### config.mk
export PLATFORM = sky130hd
export DESIGN_NAME = i2cmd_top
export DESIGN_NICKNAME = d
export VERILOG_FILES = /design/src/include/i2cmd_pkg.sv /design/src/logic/i2cmd_sync.sv /design/src/logic/i2cmd_tick.sv /design/src/logic/i2cmd_top.sv
export VERILOG_INCLUDE_DIRS = /design/src /design/src/include
export SDC_FILE = /design/constraint.sdc
export NUM_CORES = 1
export LEC_CHECK = 0
export ABC_CLOCK_PERIOD_IN_PS = 6250
export BUFFER_PORTS_ARGS = -buffer_cell sky130_fd_sc_hd__buf_2
export CELL_PAD_IN_SITES_DETAIL_PLACEMENT = 1
export CELL_PAD_IN_SITES_GLOBAL_PLACEMENT = 2
export CORE_MARGIN = 1
export CORE_UTILIZATION = 34
export DETAILED_ROUTE_END_ITERATION = 16
export HOLD_SLACK_MARGIN = 0.03
export PLACE_DENSITY = 0.87
export SYNTH_ARGS = -nofsm -noshare
export SYNTH_HDL_FRONTEND = slang
export SYNTH_SLANG_ARGS = --single-unit
### constraint.sdc
create_clock -name pclk -period 6.25 [get_ports pclk]
set_input_delay 1.25 -clock pclk [delete_from_list [all_inputs] [get_ports pclk]]
set_output_delay 1.25 -clock pclk [all_outputs]
set_load 0.01 [all_outputs]
### src/include/i2cmd_params.svh
// Purpose: Offsets, field positions, reset values and timing counts
// Assumes: 32-bit APB, each register one aligned word at byte address 4 x index
// Notes:   Definitions only
`ifndef I2CMD_PARAMS_SVH
`define I2CMD_PARAMS_SVH

// ==========================================================
// Register indexes
`define I2CMD_IDX_EN 16'h4340
`define I2CMD_IDX_CTL 16'h4342
`define I2CMD_IDX_DAT 16'h4344
`define I2CMD_IDX_ICTL 16'h4346
`define I2CMD_IDX_ISTS 16'h4348

// ==========================================================
// Field positions
`define I2CMD_EN_BIT 0
`define I2CMD_CTL_START 0
`define I2CMD_CTL_STOP 1
`define I2CMD_CTL_TXBUSY 8
`define I2CMD_CTL_RXBUSY 9
`define I2CMD_DAT_ACK 8
`define I2CMD_DAT_TXGO 9
`define I2CMD_DAT_RXGO 10
`define I2CMD_DAT_RXFULL 11
`define I2CMD_IRQ_TX 0
`define I2CMD_IRQ_RX 1

// ==========================================================
// Reset values
`define I2CMD_BYTE_RST 8'h00
`define I2CMD_IRQ_RST 2'h0

// ==========================================================
// Timing: quarter of an SCL period at 100 kbit/s
`define I2CMD_CLK_NS 20
`define I2CMD_QTR_NS 2500
`define I2CMD_QTR_CYC ((`I2CMD_QTR_NS + `I2CMD_CLK_NS - 1) / `I2CMD_CLK_NS)

`endif

### src/include/i2cmd_pkg.sv
// Purpose: Types and shared decode for the I2C master data path
// Assumes: Nothing beyond the parameter header
// Notes:   States are listed without codes
package i2cmd_pkg;

    // ==========================================================
    // Engine states
    typedef enum logic [2:0] {
        ST_IDLE,
        ST_START,
        ST_DATA,
        ST_ACK,
        ST_STOP
    } i2cmd_state_t;

    // ==========================================================
    // Word address match
    function automatic logic i2cmd_hit(input logic [31:0] addr, input logic [15:0] idx);
        return addr == {14'h0000, idx, 2'b00};
    endfunction

endpackage

### src/logic/i2cmd_sync.sv
// Purpose: Two-flop synchroniser for the bus line inputs
// Assumes: Lines idle high
// Notes:   First stage feeds only the second
`timescale 1ns/1ns
module i2cmd_sync (
    input wire logic pclk,
    input wire logic presetn,
    input wire logic scl_i,
    input wire logic sda_i,
    output logic scl_s,
    output logic sda_s
);
    logic [1:0] meta;

    always_ff @(posedge pclk or negedge presetn) begin
        if (!presetn) begin
            meta <= 2'h3;
            scl_s <= 1'b1;
            sda_s <= 1'b1;
        end else begin
            meta <= {scl_i, sda_i};
            scl_s <= meta[1];
            sda_s <= meta[0];
        end
    end
endmodule

### src/logic/i2cmd_tick.sv
// Purpose: Quarter-bit enable pulse for the bus engine
// Assumes: pclk at 50 MHz
// Notes:   Counter held at zero while not running
`timescale 1ns/1ns
`include "i2cmd_params.svh"
module i2cmd_tick (
    input wire logic pclk,
    input wire logic presetn,
    input wire logic run,
    output logic tick
);
    localparam logic [7:0] LAST = 8'(`I2CMD_QTR_CYC - 1);
    logic [7:0] cnt;
    wire wrap = (cnt == LAST);

    always_ff @(posedge pclk or negedge presetn) begin
        if (!presetn) begin
            cnt <= 8'h00;
            tick <= 1'b0;
        end else begin
            cnt <= (!run || wrap) ? 8'h00 : cnt + 8'h01;
            tick <= run & wrap;
        end
    end
endmodule

### src/logic/i2cmd_top.sv
// Purpose: I2C master byte engine, data register and interrupt logic behind APB
// Assumes: Open-drain lines with external pull-ups; one 50 MHz clock
// Notes:   Zero-wait APB with read data captured in the setup cycle
//
// Local design decision: register access over APB.
`timescale 1ns/1ns
`include "i2cmd_params.svh"

// Function
// - Software loads the byte and sets transmit_go; may re-arm during a transfer.
// - transmit_go clears when the byte moves into the shift register.
// - After sending, ack_bit records the slave reply: 0 ack, 1 none.
// - When receiving, ack_bit is driven as the reply bit.
// - A new transmit byte starts only after the current transfer ends.
// - Transmit bits go out MSB first, 0 as low.
// - Transmit-empty cause is raised when the byte enters the shift register.
// - receive_go starts a reception once the current byte has finished.
// - Completed byte copies to xfer_byte, sets rx_full_flag and receive cause.
// - A later byte overwrites an unread xfer_byte silently.
// - Received bits arrive MSB first, high stored as 1.
// - Interrupt control bit 1 gates the receive-full request; reset 0.
// - Interrupt control bit 0 gates the transmit-empty request; reset 0.
// - xfer_byte, ack_bit and enables reset to 0.
// - Both causes share one interrupt output.
// - Reading the data register clears rx_full_flag.
// - receive_go clears once bit D7 is loaded into the shift register.
module i2cmd_top
    import i2cmd_pkg::*;
(
    input wire logic pclk,
    input wire logic presetn,
    input wire logic psel,
    input wire logic penable,
    input wire logic pwrite,
    input wire logic [31:0] paddr,
    input wire logic [31:0] pwdata,
    output logic [31:0] prdata,
    output logic pready,
    output logic pslverr,
    output logic irq,
    input wire logic scl_i,
    input wire logic sda_i,
    output logic scl_o,
    output logic scl_oe,
    output logic sda_o,
    output logic sda_oe
);
    // ==========================================================
    // Register state
    logic enable;
    logic start_req;
    logic stop_req;
    logic [7:0] xfer_byte;
    logic ack_bit;
    logic transmit_go;
    logic receive_go;
    logic rx_full_flag;
    logic [1:0] irq_ctrl;
    logic [1:0] irq_status;
    logic rx_done_d;

    // ==========================================================
    // Engine state
    i2cmd_state_t state;
    logic [1:0] phase;
    logic [2:0] bitcnt;
    logic [7:0] shreg;
    logic dir_rx;
    logic bus_busy;
    logic tick;
    logic scl_s;
    logic sda_s;

    // ==========================================================
    // APB decode
    wire hit_en = i2cmd_hit(paddr, `I2CMD_IDX_EN);
    wire hit_ctl = i2cmd_hit(paddr, `I2CMD_IDX_CTL);
    wire hit_dat = i2cmd_hit(paddr, `I2CMD_IDX_DAT);
    wire hit_ictl = i2cmd_hit(paddr, `I2CMD_IDX_ICTL);
    wire hit_ists = i2cmd_hit(paddr, `I2CMD_IDX_ISTS);
    wire mapped = hit_en | hit_ctl | hit_dat | hit_ictl | hit_ists;
    wire access = psel & penable;
    wire setup_rd = psel & ~penable & ~pwrite;
    wire wr = access & pwrite & mapped;
    wire wr_en = wr & hit_en;
    wire wr_ctl = wr & hit_ctl;
    wire wr_dat = wr & hit_dat;
    wire wr_ictl = wr & hit_ictl;
    wire wr_ists = wr & hit_ists;
    wire rd_dat = access & ~pwrite & hit_dat;

    assign pready = 1'b1;
    assign pslverr = access & ~mapped;

    // ==========================================================
    // Engine events
    wire tx_busy = (state == ST_DATA || state == ST_ACK) && !dir_rx;
    wire rx_busy = (state == ST_DATA || state == ST_ACK) && dir_rx;
    wire in_idle = (state == ST_IDLE) && enable;
    wire go_start = in_idle && tick && start_req;
    wire tx_load = in_idle && tick && !start_req && bus_busy && transmit_go;
    wire rx_begin = in_idle && tick && !start_req && bus_busy && !transmit_go && receive_go;
    wire go_stop = in_idle && tick && !start_req && bus_busy && !transmit_go && !receive_go
        && stop_req;
    // Hold the high phase while a slave stretches the clock
    wire stall = (phase == 2'd2) && !scl_s && !scl_oe;
    wire step = tick && !stall && (state != ST_IDLE);
    wire q0 = step && (phase == 2'd0);
    wire q2 = step && (phase == 2'd2);
    wire q3 = step && (phase == 2'd3);
    wire d7_load = q2 && (state == ST_DATA) && dir_rx && (bitcnt == 3'd0);
    wire rx_done = q3 && (state == ST_DATA) && dir_rx && (bitcnt == 3'd7);
    wire ack_sample = q2 && (state == ST_ACK) && !dir_rx;
    wire start_done = q3 && (state == ST_START);
    wire stop_done = q3 && (state == ST_STOP);
    // A byte landing around a read keeps its flag set
    wire rd_clr = rd_dat && !rx_done && !rx_done_d;
    wire [1:0] irq_events = {rx_done, tx_load};

    // ==========================================================
    // Read mux
    wire [31:0] rd_en = {31'h00000000, enable};
    wire [31:0] rd_ctl = {22'h000000, rx_busy, tx_busy, 6'h00, stop_req, start_req};
    wire [31:0] rd_dat_w = {20'h00000, rx_full_flag, receive_go, transmit_go, ack_bit,
        xfer_byte};
    wire [31:0] rd_ictl = {30'h00000000, irq_ctrl};
    wire [31:0] rd_ists = {30'h00000000, irq_status};
    wire [31:0] rd_mux = hit_en ? rd_en :
        hit_ctl ? rd_ctl :
        hit_dat ? rd_dat_w :
        hit_ictl ? rd_ictl :
        hit_ists ? rd_ists : 32'h00000000;

    always_ff @(posedge pclk or negedge presetn) begin
        if (!presetn) begin
            prdata <= 32'h00000000;
        end else if (setup_rd) begin
            prdata <= rd_mux;
        end
    end

    // ==========================================================
    // Line synchroniser and quarter-bit timer
    i2cmd_sync u_sync (
        .pclk(pclk),
        .presetn(presetn),
        .scl_i(scl_i),
        .sda_i(sda_i),
        .scl_s(scl_s),
        .sda_s(sda_s)
    );

    i2cmd_tick u_tick (
        .pclk(pclk),
        .presetn(presetn),
        .run(enable),
        .tick(tick)
    );

    // ==========================================================
    // Control registers
    always_ff @(posedge pclk or negedge presetn) begin
        if (!presetn) begin
            enable <= 1'b0;
            start_req <= 1'b0;
            stop_req <= 1'b0;
            irq_ctrl <= `I2CMD_IRQ_RST;
        end else begin
            if (wr_en) begin
                enable <= pwdata[`I2CMD_EN_BIT];
            end
            if (start_done) begin
                start_req <= 1'b0;
            end
            if (stop_done) begin
                stop_req <= 1'b0;
            end
            if (wr_ctl) begin
                start_req <= pwdata[`I2CMD_CTL_START];
                stop_req <= pwdata[`I2CMD_CTL_STOP];
            end
            if (wr_ictl) begin
                irq_ctrl <= pwdata[1:0];
            end
        end
    end

    // ==========================================================
    // Data register and handshake bits
    always_ff @(posedge pclk or negedge presetn) begin
        if (!presetn) begin
            xfer_byte <= `I2CMD_BYTE_RST;
            ack_bit <= 1'b0;
            transmit_go <= 1'b0;
            receive_go <= 1'b0;
        end else begin
            if (tx_load) begin
                transmit_go <= 1'b0;
            end
            if (d7_load) begin
                receive_go <= 1'b0;
            end
            // A software re-arm in the same cycle stands as a new request
            if (wr_dat) begin
                xfer_byte <= pwdata[7:0];
                ack_bit <= pwdata[`I2CMD_DAT_ACK];
                transmit_go <= pwdata[`I2CMD_DAT_TXGO];
                receive_go <= pwdata[`I2CMD_DAT_RXGO];
            end
            if (rx_done) begin
                xfer_byte <= shreg;
            end
            if (ack_sample) begin
                ack_bit <= sda_s;
            end
        end
    end

    // ==========================================================
    // Receive flag and interrupt status
    always_ff @(posedge pclk or negedge presetn) begin
        if (!presetn) begin
            rx_full_flag <= 1'b0;
            rx_done_d <= 1'b0;
            irq_status <= `I2CMD_IRQ_RST;
        end else begin
            rx_done_d <= rx_done;
            if (rx_done) begin
                rx_full_flag <= 1'b1;
            end else if (rd_clr) begin
                rx_full_flag <= 1'b0;
            end
            // Set wins over a write-one clear
            irq_status <= (irq_status & ~(wr_ists ? pwdata[1:0] : 2'b00)) | irq_events;
        end
    end

    // Single level request
    assign irq = |(irq_status & irq_ctrl);

    // ==========================================================
    // Byte engine: four quarter-bit steps per bit
    always_ff @(posedge pclk or negedge presetn) begin
        if (!presetn) begin
            state <= ST_IDLE;
            phase <= 2'd0;
            bitcnt <= 3'd0;
            shreg <= 8'h00;
            dir_rx <= 1'b0;
            bus_busy <= 1'b0;
            scl_oe <= 1'b0;
            sda_oe <= 1'b0;
        end else if (!enable) begin
            state <= ST_IDLE;
            phase <= 2'd0;
            bus_busy <= 1'b0;
            scl_oe <= 1'b0;
            sda_oe <= 1'b0;
        end else if (state == ST_IDLE) begin
            phase <= 2'd0;
            bitcnt <= 3'd0;
            // Only idle takes a request, so a byte never cuts into another
            if (go_start) begin
                state <= ST_START;
            end else if (tx_load) begin
                shreg <= xfer_byte;
                dir_rx <= 1'b0;
                state <= ST_DATA;
            end else if (rx_begin) begin
                dir_rx <= 1'b1;
                state <= ST_DATA;
            end else if (go_stop) begin
                state <= ST_STOP;
            end
        end else if (step) begin
            phase <= phase + 2'd1;
            unique case (state)
                ST_START: begin
                    if (phase == 2'd0) sda_oe <= 1'b0;
                    if (phase == 2'd1) scl_oe <= 1'b0;
                    if (phase == 2'd2) sda_oe <= 1'b1;
                    if (phase == 2'd3) begin
                        scl_oe <= 1'b1;
                        bus_busy <= 1'b1;
                        state <= ST_IDLE;
                    end
                end
                ST_STOP: begin
                    if (phase == 2'd0) sda_oe <= 1'b1;
                    if (phase == 2'd1) scl_oe <= 1'b0;
                    if (phase == 2'd2) sda_oe <= 1'b0;
                    if (phase == 2'd3) begin
                        bus_busy <= 1'b0;
                        state <= ST_IDLE;
                    end
                end
                ST_DATA: begin
                    if (phase == 2'd0) sda_oe <= dir_rx ? 1'b0 : ~shreg[7];
                    if (phase == 2'd1) scl_oe <= 1'b0;
                    if (phase == 2'd2 && dir_rx) shreg <= {shreg[6:0], sda_s};
                    if (phase == 2'd3) begin
                        scl_oe <= 1'b1;
                        bitcnt <= bitcnt + 3'd1;
                        if (!dir_rx) shreg <= {shreg[6:0], 1'b0};
                        if (bitcnt == 3'd7) state <= ST_ACK;
                    end
                end
                ST_ACK: begin
                    if (phase == 2'd0) sda_oe <= dir_rx ? ~ack_bit : 1'b0;
                    if (phase == 2'd1) scl_oe <= 1'b0;
                    // SDA holds as SCL falls, else a slave may see a stop
                    if (phase == 2'd3) begin
                        scl_oe <= 1'b1;
                        state <= ST_IDLE;
                    end
                end
                default: begin
                    state <= ST_IDLE;
                end
            endcase
        end
    end

    // Open-drain: only ever pull low
    assign scl_o = 1'b0;
    assign sda_o = 1'b0;
endmodule

## Word-level counts from Yosys, hierarchy flattened

Index checks and enable logic that the tools add are counted.

- Register bits after elaboration: 85
- Bits of input ports: 71
- Output and inout port bits: 39
- Word-level logic and storage cells: 229

- Add/subtract/negate cells: 3
- Equality and inequality tests: 32
- Mux-type cells: 73
- Bitwise gates (word level): 28
- Reductions and logical operators: 68

Operators with widths:

| kind | count |
|---|---|
| 32-bit by 17-bit equality test with 1-bit output, second input constant | 5 |
| 8-bit two-way mux | 11 |
| 3-bit two-way mux | 14 |
| 12-bit two-way mux | 3 |
| 1-bit two-way mux | 35 |
| 1-bit logical AND | 31 |
| 2-bit nonzero test | 11 |
| 4-bit by 2-bit inequality test with 1-bit output, second input constant | 5 |
| 3-bit by 2-bit inequality test with 1-bit output, second input constant | 5 |
| 5-bit AND reduction | 3 |
| 1-bit bitwise AND | 14 |
| 2-bit two-way mux | 6 |
| 1-bit logical NOT | 10 |
| 8-bit by 1-bit adder with 8-bit output, second input constant | 1 |
| 8-bit by 7-bit equality test with 1-bit output, second input constant | 1 |
| 4-bit AND reduction | 2 |
| 7-bit AND reduction | 1 |
| 3-bit by 2-bit equality test with 1-bit output, second input constant | 2 |
| 3-bit equality test, second input constant | 2 |
| 3-bit logical NOT | 2 |
| 2-bit inequality test, second input constant | 3 |
| 3-bit by 1-bit inequality test with 1-bit output, second input constant | 2 |
| 6-bit inequality test, second input constant | 1 |
| 1-bit inverter | 6 |
| 20 further kinds | 28 |

## Longest topological paths before layout

- Depth after elaboration: 15
- Gate-level depth with buffers: 11
- Gate-level depth less buffers: 8

## Hierarchy

A second synthesis with hierarchy kept.

- Cell total of the unflattened synthesis: 395
- Area, all modules: 3,731.1 µm²

By module, submodules not included:

| module | instances | cells each | area each (µm²) |
|---|---|---|---|
| i2cmd_top | 1 | 345 | 3,184.3 |
| i2cmd_tick | 1 | 46 | 441.7 |
| i2cmd_sync | 1 | 4 | 105.1 |

## Worst setup path before layout

Ideal clock, no wire load.

- Path kind: input to output
- Start: in paddr[21]
- End: out pslverr
- Data arrival time: 2,296 ps
- Path slack: 2,704 ps
- Cell stages on the path: 5
- Cell sequence: nor4_1 -> nand2_1 -> nor3_1 -> o21ai_0 -> and3_1

- Word-level cells in the longest chain between the ends: 7
- Elaborated cells on any way between the ends: 11
- Those cells by class: 5 x eq/ne; 6 x bitwise

RTL lines:

| item | line | source |
|---|---|---|
| start, declared | i2cmd_top.sv:35 | `input wire logic [31:0] paddr,` |
| 32-bit by 17-bit equality test with 1-bit output | i2cmd_pkg.sv:19 | `return addr == {14'h0000, idx, 2'b00};` |
| 1-bit OR (3 in series) | i2cmd_top.sv:81 | `wire mapped = hit_en \| hit_ctl \| hit_dat \| hit_ictl \| hit_ists;` |
| 1-bit OR (*) | i2cmd_top.sv:81 |  |
| 1-bit inverter (*) | i2cmd_top.sv:93 | `assign pslverr = access & ~mapped;` |
| 1-bit bitwise AND (*) | i2cmd_top.sv:93 |  |
| end, declared | i2cmd_top.sv:39 | `output logic pslverr,` |

Mark *: on every way between the ends. The rest lies on a longest branch, timed or not.

## Worst setup path after layout

- Start: in paddr[20]
- End: out pslverr

Same word-level chain as after synthesis.

==> reports/qor.yml <==
syn_area_per_cell_um2: 9.84
clock_latency_ns: 0.34
grt_pass1_vias: 3022
vias_per_cell: 5.22
dpl.hpwl_um: 6890
cts_max_level: 3
clock-sinks: 65
gr-total-overflow: 0
synth_top_area_share_pct: 41.2
cts.hold.buffers_added: 0
worstPathRequired_ns: 5.00
hold_viol: 0
syn_to_final_growth_pct: 14.0
grt_use_total_pct: 17.2
drt-initial-drc-count: 165
worst-path-max-fanout: 7
p_int_uw: 612
worstMarginPinSlew_ns: 0.843
synth.area.top_cells: "dfrtp_1 41%, buf_4 5.1%, nand3_1 4.9%, nor2_1 3.3%, ha_1 3.0%"
layoutNonFillerInstCount: 578
finalSetupViolCount: 0
synth_top_family_by_area: "simple AND/OR/NAND/NOR gates"
final_nets: 518
avgRoutedWirePerCell_um: 16.2
via_count: 3020
p_sw_share_pct: 24.1
clk_pin_slew_ns: 0.07
ant_nets: 0
peakVddDrop_uv: 99.8
slew_headroom_pct: 43.8
async_flop_share_pct: 100
seq_area_um2: 1630
synth_most_common_cell: "dfrtp_1"
max_freq_mhz: 242
skew_ns: 0.00777
yosysWarnings: 0
post_cts_buffers: 0
hp-class: "reg2reg"
dieArea_um2: 11300
grt_max_degree: 66
sequentialPowerShare_pct: 52.5
synth_commonest_cells: "61 x dfrtp_1, 36 x nand3_1, 33 x nor2_1"
drt_first_pass_iters: 4
setup_ws_ns: 2.11
drc: 0
synth-simple-area-share_pct: 25.1
outcome: "finished, final reports clean"
end_kind: "output port"
p_per_area_nw_per_um2: 191
postRouteWirelength_um: 9380
muxShareOfSynthArea_pct: 4.09
p_clk_share_pct: 41.9
final_layout_size_suffix_gt1_share_pct: 25.6
coreArea_um2: 10400
arrival_ns: 2.89
dpl.cell_count: 563
pin_count: 110
synthXorXnorAreaFrac_pct: 1.89
row_count: 37
postSynthCellCount: 376
seq_area_frac_synth_pct: 44.1
utilization_pct: 40.5
synth_compound_area_share_pct: 13.3
numCtsBuffers: 9
start_util_pct: 35.5
fin_tns_setup_ns: 0
p_comb_share_pct: 5.6
netlist-cell-type-count: 65
diodes: 0
cts_root_buffer: "clkbuf_8"
yosys.area.top_type: "dfrtp_1"
synth_edf_count: 0
die_w_um: 106
grt_pass1_wl_um: 15100
start_kind: "input port"
rsz0062_at_grt: "no"
grt_antenna_before_repair: 0
post_cts_resized: 0
finalCritPeriodShare_pct: 66.2
cts_tree: "done"
globalplace.congestion: 0.796
nFillCells: 1216
total_leakage_power_nw: 1.97
synth_fa_ha_area_share_pct: 3.04
synth_area_um2: 3700
ys_ff_latch: 65
multi_input_area_um2: 1840
cts_buffer_depth: 2
period_needed_ns: 4.14
cap_violations: 0
critPathKind: "in2out"
pre_cts_slack_ns: 2.11
drv_slew: 0
switching_power_uw: 194
port_buffers: 65
die_height_um: 106
synth-main-ff-cell: "dfrtp_1"
[final timing paths]
check / start / to / slack, ns / depth (start not counted)
max: paddr[20] / pslverr / 2.11 / 7
min: u_sync.meta[0] / u_sync.sda_s / 0.36 / 0
max reg2reg: phase[0] / state[0] / 3.86 / 7
min reg2reg: u_sync.meta[0] / u_sync.sda_s / 0.36 / 0
max in group asynchronous: presetn / u_tick.cnt[2] / 4.61 / 2
min in group asynchronous: presetn / prdata[11] / 1.08 / 2
[power by group through the flow]
stage | clock, mW | combinational [mW] | sequential (mW)
4_1_cts | 0.346 | 0.0460 | 0.423
5_1_grt | 0.365 | 0.0501 | 0.423
2_1_floorplan | 0 | 0.0254 | 0.431
3_3_place_gp | 0 | 0.0446 | 0.431
6_report | 0.338 | 0.0451 | 0.423
3_5_place_dp | 0 | 0.0457 | 0.431
[metal layers]
metal / wire length (um) / share of wire, % / vias up / track usage [%]
li1: - / - / 1427 / -
met1: 4460 / 48 / 1505 / 23.5
met2: 4360 / 46 / 75 / 27.1
met3: 392 / 4.2 / 13 / 2.82
met4: 165 / 1.8 / 0 / 6.45
met5: 0 / 0 / - / 0
[metrics by stage]
stage / total power, mW / hold slack [ns] / cell area [um^2]
2_1_floorplan: 0.457 / 0.345 / 3780
3_3_place_gp: 0.476 / 0.346 / 4040
3_5_place_dp: 0.477 / 0.349 / 4040
4_1_cts: 0.815 / 0.358 / 4220
5_1_grt: 0.838 / 0.362 / 4220
6_report: 0.807 / 0.357 / 4220
[registers in the layout, summed over array words and instances, names as in the netlist, 2 cells and up]
register	cells
phase	2
bitcnt	3
prdata	12
state	3
u_tick.cnt	8
xfer_byte	8
u_sync.meta	2
shreg	8
irq_ctrl	2
irq_status	2
[kinds of logic after synthesis]
kind of cell / Yosys count
AOI/OAI and AO/OA: 68
buffers and inverters: 52
DFF: 65
xor gates and xnor gates: 8
and+or+nand+nor: 159
adders and majority gates: 9
other: 2
muxes: 13
[cell type report]
cell class / instances / area share [%]
clock buffers: 13 / 4.00
clock inverters: 2 / 0.297
inverters: 15 / 1.33
multi-input cells: 280 / 43.6
flip-flops and latches: 65 / 38.7
well taps: 136 / 4.03
repair buffers: 67 / 8.07
[cell usage in the layout (no fill, tap or decap), types with 7 or more instances in the layout]
cell type	Yosys	final
buf_2	4	65
dfrtp_1	61	61
nand3_1	36	36
nor2_1	33	33
nand2_1	28	28
conb_1	2	23
inv_1	14	14
clkbuf_8	0	12
o21ai_0	11	11
a22o_1	11	11
a21oi_1	11	11
and3_1	10	10
ha_1	9	9
mux2_2	8	8
o22ai_1	8	8
nor3_1	7	7
nand4_1	7	7
[critical path: stages]
cell	delay (ns)
buf_2	0.09
nor4_1	0.41
nand2_1	0.27
nor3_1	0.36
o21ai_0	0.17
and3_1	0.20
buf_2	0.13
No activity file was read; power rests on OpenSTA's default activity.
